===== src/core/coil_bank_consts.svh =====
// Offsets, field positions, reset values and counts of the status coil bank.
// Function
// - Zero-based bank of one-bit read-only coils.
// - Coil 0 set while measuring.
// - Coil 1 set while cooler runs.
// - Coil 2 set in standby, unit active.
// - Coil 3 summary: any alarm active.
// - Coil 4 summary: any warning active.
// - Coil 5 set while calibrating.
// - Coil 6 ack pending, network ack source.
// - Coils 7,8 low/high system pressure alarms.
// - Coils 9,10 system/probe high temperature alarms.
// - Coil 11 calibration acknowledge timeout alarm.
// - Coil 12 light source intensity alarm.
// - Coils 13-17 internal hardware fault alarms.
// - Coils 18-22 card, UV, memory, panel, spectrometer.
// - Coils 23-29 system and lamp warnings.
// - Coils 30-34 gas high-level warnings.
// - Coils 35-40 gas out-of-bounds warnings.
// - Coils 41-44 gas-in-lamp warnings.
// - Coil 45 missing positioning signal warning.
// - Coil 46 invalid gas configuration.
// - Coils 47,48 lamp worn, lamp wearing.
// - Coil 49 time of day not set.
// - Bad requests answer with exception code.
`ifndef COIL_BANK_CONSTS_SVH
`define COIL_BANK_CONSTS_SVH

`define COIL_COUNT          50
`define ALARM_SRC_COUNT     16
`define WARN_SRC_COUNT      23
`define STATE_MEASURING     4'h3
`define STATE_CALIBRATING   4'h2
`define STATE_STANDBY       4'h0
`define STATE_RESET         4'h0
`define REG_COILS_LO        32'h0000_0000
`define REG_COILS_HI        32'h0000_0004
`define REG_REQUEST         32'h0000_0008
`define REG_RESPONSE        32'h0000_000c
`define REG_CONTROL         32'h0000_0010
`define CTRL_ACK_NET_BIT    0
`define FN_READ_COILS       8'h01
`define EXC_FLAG            8'h80
`define EXC_ILLEGAL_FN      8'h01
`define EXC_ILLEGAL_ADDR    8'h02
`define EXC_INVALID_PARAM   8'h03
`define RESP_REPLY_BIT      31
`define RESP_EXC_BIT        30

`endif


===== src/core/coil_bank_pkg.sv =====
// Types of the status coil bank.
package coil_bank_pkg;
  typedef enum logic [1:0] {
    BUS_IDLE,
    BUS_ACK
  } bus_phase_t;

  typedef struct packed {
    logic [1:0]  rst_sync;
    bus_phase_t  phase;
    logic [31:0] dat;
    logic        ack_net;
    logic [15:0] req_addr;
    logic [15:0] req_qty;
    logic [7:0]  req_fn;
    logic [7:0]  rsp_fn;
    logic [7:0]  rsp_code;
    logic        rsp_exc;
    logic        rsp_valid;
    logic [63:0] rsp_bits;
    logic [3:0]  state_seen;
    logic [3:0]  state_held;
  } bank_state_t;
endpackage : coil_bank_pkg


===== src/core/sync_2ff.sv =====
// Two-flop synchroniser for one bundle of asynchronous levels.
`timescale 1ns/1ps
module sync_2ff #(
  parameter int WIDTH = 1
) (
  input  wire logic             sys_clk,
  input  wire logic             rst_b,
  input  wire logic [WIDTH-1:0] din,
  output logic      [WIDTH-1:0] dout
);
  logic [WIDTH-1:0] meta_ff;

  always_ff @(posedge sys_clk or negedge rst_b) begin
    if (!rst_b) begin
      meta_ff <= '0;
      dout    <= '0;
    end else begin
      meta_ff <= din;
      dout    <= meta_ff;
    end
  end
endmodule : sync_2ff


===== src/core/alarm_warning_coil_bank.sv =====
// Status coil bank: live sensor conditions as coils, read over Wishbone.
`timescale 1ns/1ps
`include "coil_bank_consts.svh"
module alarm_warning_coil_bank (
  input  wire logic        sys_clk,
  input  wire logic        rst_b,
  // Wishbone classic slave.
  input  wire logic        wb_cyc_i,
  input  wire logic        wb_stb_i,
  input  wire logic        wb_we_i,
  input  wire logic [31:0] wb_adr_i,
  input  wire logic [3:0]  wb_sel_i,
  input  wire logic [31:0] wb_dat_i,
  output logic      [31:0] wb_dat_o,
  output logic             wb_ack_o,
  // Sensor conditions, asynchronous to sys_clk.
  input  wire logic [3:0]  op_state,
  input  wire logic        cooler_on,
  input  wire logic        probe_unit_active,
  input  wire logic        cal_ack_wait,
  input  wire logic [1:0]  pressure_alarm,
  input  wire logic [1:0]  temp_alarm,
  input  wire logic        cal_ack_timeout_alarm,
  input  wire logic        light_intensity_alarm,
  input  wire logic [4:0]  hw_fault_alarm,
  input  wire logic [4:0]  misc_alarm,
  input  wire logic [6:0]  sys_warning,
  input  wire logic [4:0]  gas_high_warning,
  input  wire logic [5:0]  gas_bounds_warning,
  input  wire logic [3:0]  gas_in_lamp_warning,
  input  wire logic        no_gps_warning,
  input  wire logic        gas_config_invalid,
  input  wire logic        lamp_worn_out,
  input  wire logic        lamp_wearing,
  input  wire logic        time_not_set
);
  localparam int SRC_W = 4 + 1 + 1 + 1 + 2 + 2 + 1 + 1 + 5 + 5 + 7 + 5 + 6 + 4 + 1 + 1 + 1 + 1 + 1;

  coil_bank_pkg::bank_state_t st_ff;
  coil_bank_pkg::bank_state_t nxt_st;
  logic                       rst_int_b;
  logic [SRC_W-1:0]           src_raw;
  logic [SRC_W-1:0]           src_sync;
  logic [63:0]                coils;
  logic [3:0]                 s_state;
  logic [15:0]                alarms;
  logic [22:0]                warns;

  assign rst_int_b = st_ff.rst_sync[1];

  assign src_raw = {op_state, cooler_on, probe_unit_active, cal_ack_wait, pressure_alarm,
                    temp_alarm, cal_ack_timeout_alarm, light_intensity_alarm, hw_fault_alarm,
                    misc_alarm, sys_warning, gas_high_warning, gas_bounds_warning,
                    gas_in_lamp_warning, no_gps_warning, gas_config_invalid, lamp_worn_out,
                    lamp_wearing, time_not_set};

  // Every condition passes two flops before the coil logic sees it.
  sync_2ff #(
    .WIDTH (SRC_W)
  ) u_sync (
    .sys_clk (sys_clk),
    .rst_b   (rst_int_b),
    .din     (src_raw),
    .dout    (src_sync)
  );

  // Coils are decoded combinationally from the synchronised sources (coils 0, 2 and 5
  // from the held state code), so no read can latch or clear them.
  always_comb begin
    s_state = st_ff.state_held;
    alarms  = {src_sync[42:41], src_sync[40:39], src_sync[38], src_sync[37],
               src_sync[36:32], src_sync[31:27]};
    warns   = {src_sync[26:20], src_sync[19:15], src_sync[14:9], src_sync[8:4]};
    coils   = '0;
    coils[0]     = (s_state == `STATE_MEASURING);
    coils[1]     = src_sync[45];
    coils[2]     = src_sync[44] && (s_state == `STATE_STANDBY);
    coils[3]     = (|alarms) | src_sync[2];
    coils[4]     = (|warns) | src_sync[1];
    coils[5]     = (s_state == `STATE_CALIBRATING);
    coils[6]     = src_sync[43] && st_ff.ack_net;
    coils[8:7]   = src_sync[42:41];
    coils[10:9]  = src_sync[40:39];
    coils[11]    = src_sync[38];
    coils[12]    = src_sync[37];
    coils[17:13] = src_sync[36:32];
    coils[22:18] = src_sync[31:27];
    coils[29:23] = src_sync[26:20];
    coils[34:30] = src_sync[19:15];
    coils[40:35] = src_sync[14:9];
    coils[44:41] = src_sync[8:5];
    coils[45]    = src_sync[4];
    coils[46]    = src_sync[3];
    coils[47]    = src_sync[2];
    coils[48]    = src_sync[1];
    coils[49]    = src_sync[0];
  end

  logic [31:0] wmask;
  logic [31:0] lo_in;
  logic [15:0] first;
  logic [16:0] last;
  logic [63:0] shifted;

  always_comb begin
    nxt_st          = st_ff;
    nxt_st.rst_sync = {st_ff.rst_sync[0], 1'b1};
    // The state code is a word whose bits may settle on different cycles, so
    // it is taken only once two synchronised samples agree; costs two cycles.
    nxt_st.state_seen = src_sync[SRC_W-1 -: 4];
    if (src_sync[SRC_W-1 -: 4] == st_ff.state_seen) begin
      nxt_st.state_held = st_ff.state_seen;
    end
    wmask = {{8{wb_sel_i[3]}}, {8{wb_sel_i[2]}}, {8{wb_sel_i[1]}}, {8{wb_sel_i[0]}}};
    lo_in = 32'h0000_0000;
    first = st_ff.req_addr;
    last  = {1'b0, st_ff.req_addr} + {1'b0, st_ff.req_qty};
    shifted = coils >> first[5:0];
    unique case (st_ff.phase)
      coil_bank_pkg::BUS_IDLE: begin
        if (wb_cyc_i && wb_stb_i) begin
          nxt_st.phase = coil_bank_pkg::BUS_ACK;
          nxt_st.dat   = 32'h0000_0000;
          if (wb_we_i) begin
            unique case (wb_adr_i)
              `REG_REQUEST: begin
                lo_in = (wb_dat_i & wmask) | ({st_ff.req_qty, st_ff.req_addr} & ~wmask);
                nxt_st.req_addr = lo_in[15:0];
                nxt_st.req_qty  = lo_in[31:16];
              end
              `REG_CONTROL: begin
                if (wb_sel_i[0]) begin
                  nxt_st.ack_net = wb_dat_i[`CTRL_ACK_NET_BIT];
                end
              end
              `REG_RESPONSE: begin
                // Writing the function byte launches a request.
                if (wb_sel_i[0]) begin
                  nxt_st.req_fn    = wb_dat_i[7:0];
                  nxt_st.rsp_valid = 1'b1;
                  nxt_st.rsp_fn    = wb_dat_i[7:0];
                  nxt_st.rsp_exc   = 1'b0;
                  nxt_st.rsp_code  = 8'h00;
                  nxt_st.rsp_bits  = 64'h0;
                  if (wb_dat_i[7:0] != `FN_READ_COILS) begin
                    nxt_st.rsp_exc  = 1'b1;
                    nxt_st.rsp_fn   = wb_dat_i[7:0] | `EXC_FLAG;
                    nxt_st.rsp_code = `EXC_ILLEGAL_FN;
                  end else if (st_ff.req_qty == 16'h0000 || last > 17'(`COIL_COUNT)) begin
                    nxt_st.rsp_exc  = 1'b1;
                    nxt_st.rsp_fn   = `FN_READ_COILS | `EXC_FLAG;
                    nxt_st.rsp_code = `EXC_INVALID_PARAM;
                  end else begin
                    // Coils beyond the requested count read as zero.
                    for (int i = 0; i < 64; i++) begin
                      nxt_st.rsp_bits[i] = (i < int'(st_ff.req_qty)) ? shifted[i] : 1'b0;
                    end
                  end
                end
              end
              default: ;
            endcase
          end else begin
            unique case (wb_adr_i)
              `REG_COILS_LO: nxt_st.dat = coils[31:0];
              `REG_COILS_HI: nxt_st.dat = coils[63:32];
              `REG_REQUEST:  nxt_st.dat = {st_ff.req_qty, st_ff.req_addr};
              `REG_RESPONSE: nxt_st.dat = {st_ff.rsp_valid, st_ff.rsp_exc, 6'h00,
                                           st_ff.rsp_bits[7:0], st_ff.rsp_code, st_ff.rsp_fn};
              `REG_CONTROL:  nxt_st.dat = {31'h0, st_ff.ack_net};
              default:       nxt_st.dat = 32'h0000_0000;
            endcase
          end
        end
      end
      coil_bank_pkg::BUS_ACK: begin
        nxt_st.phase = coil_bank_pkg::BUS_IDLE;
      end
    endcase
  end

  always_ff @(posedge sys_clk or negedge rst_b) begin
    if (!rst_b) begin
      st_ff <= '0;
    end else if (!st_ff.rst_sync[1]) begin
      st_ff          <= '0;
      st_ff.rst_sync <= nxt_st.rst_sync;
    end else begin
      st_ff <= nxt_st;
    end
  end

  assign wb_ack_o = (st_ff.phase == coil_bank_pkg::BUS_ACK);
  assign wb_dat_o = st_ff.dat;
endmodule : alarm_warning_coil_bank


===== config.mk =====
export PLATFORM = sky130hd
export DESIGN_NAME = alarm_warning_coil_bank
export DESIGN_NICKNAME = d
export VERILOG_FILES = /design/src/core/coil_bank_pkg.sv /design/src/core/sync_2ff.sv /design/src/core/alarm_warning_coil_bank.sv
export VERILOG_INCLUDE_DIRS = /design/src /design/src/core
export SDC_FILE = /design/constraint.sdc
export NUM_CORES = 1
export LEC_CHECK = 0
export ABC_AREA = 0
export BUFFER_PORTS_ARGS = -buffer_cell sky130_fd_sc_hd__buf_2
export CAP_MARGIN = 20
export CORE_UTILIZATION = 50
export DETAILED_ROUTE_END_ITERATION = 16
export PLACE_DENSITY = 0.72
export RECOVER_POWER = 100
export SKIP_LAST_GASP = 1
export SYNTH_ARGS = -nofsm -noshare
export SYNTH_HDL_FRONTEND = slang
export SYNTH_SLANG_ARGS = --single-unit

===== constraint.sdc =====
create_clock -name sys_clk -period 4.7 [get_ports sys_clk]
set_input_delay 0.47 -clock sys_clk [delete_from_list [all_inputs] [get_ports sys_clk]]
set_output_delay 0.47 -clock sys_clk [all_outputs]
set_load 0.01 [all_outputs]

==> After elaboration in Yosys (flattened, before gate mapping) <==
Index checks and enable logic that the tools add are counted.
{ "totals": {"word_cells": 201, "latchBits": 0, "mem_bits_ro": 0, "out_inout_bits": 33, "input_bits": 123, "mem_count": 0, "ramBits": 0, "register_bits": 203} }
{ "classes": {"reduce_logical": 14, "bitwise": 6, "muxes": 81, "multipliers": 0, "n_lt_le_gt_ge": 65, "n_shift": 1, "n_addsub": 1, "n_eq_ne": 18, "div": 0} }
{ "op_table": {"columns": ["cell", "n"], "rows": [
  ["$lt A6 B16 Y1 const A", 32],
  ["$lt A5 B16 Y1 const A", 16],
  ["$mux W90", 2],
  ["$mux W165", 1],
  ["$pmux W32 S5", 1],
  ["$mux W157", 1],
  ["$mux W155", 1],
  ["$lt A4 B16 Y1 const A", 8],
  ["$mux W64", 2],
  ["$mux W123", 1],
  ["$mux W1", 66],
  ["$and A32 B32 Y32", 2],
  ["$eq A32 B4 Y1 const B", 2],
  ["$lt A3 B16 Y1 const A", 4],
  ["$mux W32", 2],
  ["$shr A50 B6 Y64", 1],
  ["$mux W17", 2],
  ["$eq A32 B3 Y1 const B", 1],
  ["$eq A32 B5 Y1 const B", 1],
  ["$logic_not A32 Y1", 1],
  ["$lt A1 B16 Y1 const A", 2],
  ["$lt A2 B16 Y1 const A", 2],
  ["$not A32 Y32", 1],
  ["$or A32 B32 Y32", 1],
  ["22 further kinds", 33]
]} }

==> Longest topological paths before layout <==
{ "logic_depth": {"word_depth": 12, "mapped_depth": 13, "depth_no_buf": 11} }

==> By module <==
A second synthesis with hierarchy kept.
{ "hier_totals": {"hier_cells": 997, "hier_area_um2": 10288.6} }
{ "modules_own_cells": {"columns": ["mod", "instances", "seq_area_each_um2", "area_each_um2", "cells_per_inst"], "rows": [
  ["alarm_warning_coil_bank", 1, 2377.3, 7786.2, 897],
  ["sync_2ff", 1, 2502.4, 2502.4, 100]
]} }

==> Worst setup path after synthesis <==
OpenSTA, ideal clock, no wires.
{ "synth_timing": {"kind": "flip-flop to flip-flop", "start": "register st_ff (netlist bit rst_int_b)", "end": "register st_ff[15] (netlist bit)", "stages_incl_launch_ff": 6, "slack_ps": 785, "t_required_ps": 4631, "setup_ps": 69, "synth_period_minus_slack_ps": 3915, "arrival_time_ps": 3846, "n_path_buf": 1, "path_cell_list": "dfrtp_1 inv_1 nor4_1 and4_1 buf_4 a32o_1"} }
{ "synth_via": {"elab_chain_cells": 2, "elab_cells_between_ends": 7, "cone_classes": "5 x eq/ne; 1 x mux; 1 x reduce/logical"} }
{ "synth_rtl": {"columns": ["item", "line_no", "source"], "rows": [
  ["start, declared", "alarm_warning_coil_bank.sv:39", "coil_bank_pkg::bank_state_t st_ff;"],
  ["start signal, assigned", "alarm_warning_coil_bank.sv:189", "st_ff <= nxt_st;"],
  ["$ne A2 B1 Y1 (no source line) or $ne A2 B2 Y1 (tied branches)", null, null],
  ["$reduce_and A5 Y1 (no source line)", null, null]
]} }
Parallel ways exist; a longest one is shown, timed or not.
A chain may end at the register's enable or synchronous reset.

==> Final worst setup path <==
{ "layout_timing": {"start": "input wb_adr_i[18]", "end": "register st_ff[102] (netlist bit)"} }
{ "layout_via": {"elab_chain_cells": 3} }
{ "layout_rtl": {"columns": ["item", "line_no", "source"], "rows": [
  ["start, declared", "alarm_warning_coil_bank.sv:11", "input wire logic [31:0] wb_adr_i,"],
  ["$eq A32 B4 Y1", "alarm_warning_coil_bank.sv:125", "unique case (wb_adr_i)"],
  ["$ne A2 B1 Y1 (no source line)", null, null],
  ["$reduce_and A4 Y1 (no source line)", null, null]
]} }
No other way between the ends.

==> qor.txt <==
Syn_area_per_cell: 10.5 µm²
Die height: 145 µm
Met3 usage: 5.96%
Hold Crit Class: input pin to register
Die Wd: 145 µm
Vias/cell: 6.22
Grt ovf: 0
Clk_skew: 14.6 ps
Slew Limit Fails: 110
Pwr Density: 318 nW/µm²
Yosys reg bits: 195
EDFF count, synth: 0
Die area: 21000 µm²
Max Cap Viol: 2
CTS tree: done
Post_cts resized: 0
Fillers: 1719
Yosys warning count: 0
Net Count, Synth: 1109
P_int: 0.00263 W
Fin crit share: 83.6%
Final hold slack: 132 ps
Global-route wire length before repair: 42700 µm
Placement row count: 51
Placed insts: 1305
Gpl congestion: 0.988
Syn Inst Count: 969
Antenna violations before repair: 1
Final cell count without fillers: 1338
Final setup fails: 0
Status: finished, violations left
VDD IR max: 0.000360 V
Post-route ant nets: 0
Post-CTS setup buffer count: 0
DR vias: 8329
Area grow syn2layout: 11.8%
Top Usage Layer GRT: met2
Met1 Use GR: 38.8%
Synth Cell Area: 10200 µm²
P_leak: 4.76 nW
Setup TNS: 0 ps
Failing checks: max-capacitance violations, max-slew violations
Measured slew at the worst slew-check pin: 3090 ps
Clock power frac: 39.3%
Hold Violations, Final: 0
Minimum clock period: 3930 ps
Reg power frac: 50.0%
Vias in the first global route: 7670
# hold bufs at CTS: 0
WL per Instance: 20.8 µm
Sw power: 0.000997 W
Pin count of the biggest net entering global routing: 57
Kind of critical path: input pin to register
NumNets Final: 1199
IO Port Bufs: 155
IO Pins: 156
Unrepaired setup endpoints after global routing: false
Initial Utilization: 51.7%
Post-synth ARST share: 100%
Clock sinks: 195
TritonRoute pass-1 iters: 8
HPWL after detailed placement: 20400 µm
Initial DRC Count: 1148
Comb pwr share: 10.6%
Distinct cells, synth: 71
CORE AREA: 19700 µm²
Clock Tree Buf Depth: 2
WL final: 27900 µm
TritonCTS Buffers: 17
Crit. End Element: register
Synth Flop Type: dfrtp_1
GR met2 Demand/Resource: 40.7%
Total power: 0.00363 W
Sequential area share after synthesis: 47.8%
H-Tree Depth: 4
Fmax achieved: 254 MHz
CP max FO: 35
Worst path arrival time: 4170 ps
Layout cells sized above 1: 20.4%
GRT Overall Usage: 27.8%
CP Launch Type: input pin
Rel. slew slack: -106%
Crit path required time: 4940 ps
Clock Root Buffer: clkbuf_16
Clk slew on worst S/H paths: 80 ps
Clock insertion delay at the later pin of the skew report: 430 ps
Sw Share: 27.5%
DRC: 0
flip-flops by register name (all words and copies together) (netlist names):
signal          cells
nxt_st              1
s_state             4
st_ff              41
rst_int_b           1
u_sync.meta_ff     50
first              16
u_sync.dout        50
wb_dat_o           32
layout by cell type (no fill, tap or decap), types with 8 or more instances in the layout:
cell	netlist	layout
o21ai_0	58	58
a21oi_1	81	81
nand2_1	130	130
dfrtp_1	195	193
mux2i_1	38	38
mux4_2	35	35
a22oi_1	8	8
nor2b_1	9	9
a221oi_1	9	9
buf_2	11	121
nor4_1	22	22
nor3_1	12	12
nand3_1	50	50
clkbuf_16	0	17
inv_1	8	8
nor2_1	53	52
clkbuf_1	35	37
ha_1	16	16
kinds of logic (layout without fill, tap and decap cells):
family / Yosys count / after routing / share of synthesized area, %
buf+inv: 106 / 209 / 5.69
mux: 85 / 85 / 13.8
fa+ha+maj: 17 / 17 / 2.16
xor+xnor: 12 / 12 / 1.03
compound gates: 235 / 235 / 14.7
simple gates: 318 / 318 / 14.7
flops: 195 / 195 / 47.8
other cells: 1 / 2 / 0.0368
routing by layer:
metal  wire length [µm]  vias to the layer above
li1                   -                     3740
met1              11800                     4019
met2              12400                      477
met3               2360                       93
met4               1360                        0
met5                  0                        -
metrics by stage:
| stage | area [µm²] | utilization (%) | setup WS, ps |
|---|---|---|---|
| floorplan | 10200 | - | 785 |
| global placement | 10900 | 55.1 | 1200 |
| detailed placement | 10900 | 55.1 | 1090 |
| CTS | 11500 | 58.2 | 1150 |
| global route | 11400 | 57.8 | 460 |
| finish | 11400 | 57.8 | 770 |
power by group through the flow:
stage          Clock [W]  Sequential, W  Combinational, W
6_report         0.00143        0.00181          0.000385
5_1_grt          0.00152        0.00182          0.000422
2_1_floorplan          0        0.00181          0.000245
3_3_place_gp           0        0.00184          0.000378
4_1_cts          0.00146        0.00181          0.000383
3_5_place_dp           0        0.00184          0.000382
worst paths after layout:
check	startpoint	to	slack, ps	depth (start not counted)
max	wb_adr_i[18]	st_ff[102]	770	10
min reg2reg	rst_int_b	u_sync.meta_ff[48]	340	0
min	hw_fault_alarm[3]	u_sync.meta_ff[35]	130	1
max in group asynchronous	rst_b	wb_dat_o[20]	1370	2
max reg2reg	first[0]	st_ff[15]	850	11
min in group asynchronous	rst_int_b	u_sync.meta_ff[48]	340	0
Yosys cell counts (all sizes together) (12+ instances only):
master | number | area share [%]
dfrtp | 195 | 48
nand2 | 130 | 4.8
a21oi | 81 | 4.0
buf | 61 | 4.0
o21ai | 58 | 2.8
nor2 | 54 | 2.1
nand3 | 50 | 2.5
mux4 | 42 | 9.5
mux2i | 38 | 3.7
clkbuf | 35 | 1.3
nor4 | 22 | 1.3
ha | 16 | 2.0
nor3 | 12 | 0.59
cell type report:
| type | count | area, µm² | share of cell area [%] |
|---|---|---|---|
| clock inverter | 14 | 168 | 1.47 |
| sequential | 195 | 4880 | 42.8 |
| inverter | 10 | 37.5 | 0.329 |
| timing repair buffer | 167 | 805 | 7.06 |
| clock buffer | 18 | 439 | 3.85 |
| multi-input combinational | 668 | 4740 | 41.5 |
| antenna | 1 | 2.50 | 0.0219 |
| tap | 265 | 332 | 2.91 |
critical path: stages:
cell and delay (ps):
buf_2 90, nor4_1 320, nand4_1 210, or4b_1 540, clkbuf_2 390, nor2_4 460
a31o_1 1010, nand2_1 410, nand2_1 170, a21oi_1 80
(Power assumes the default switching activity.)
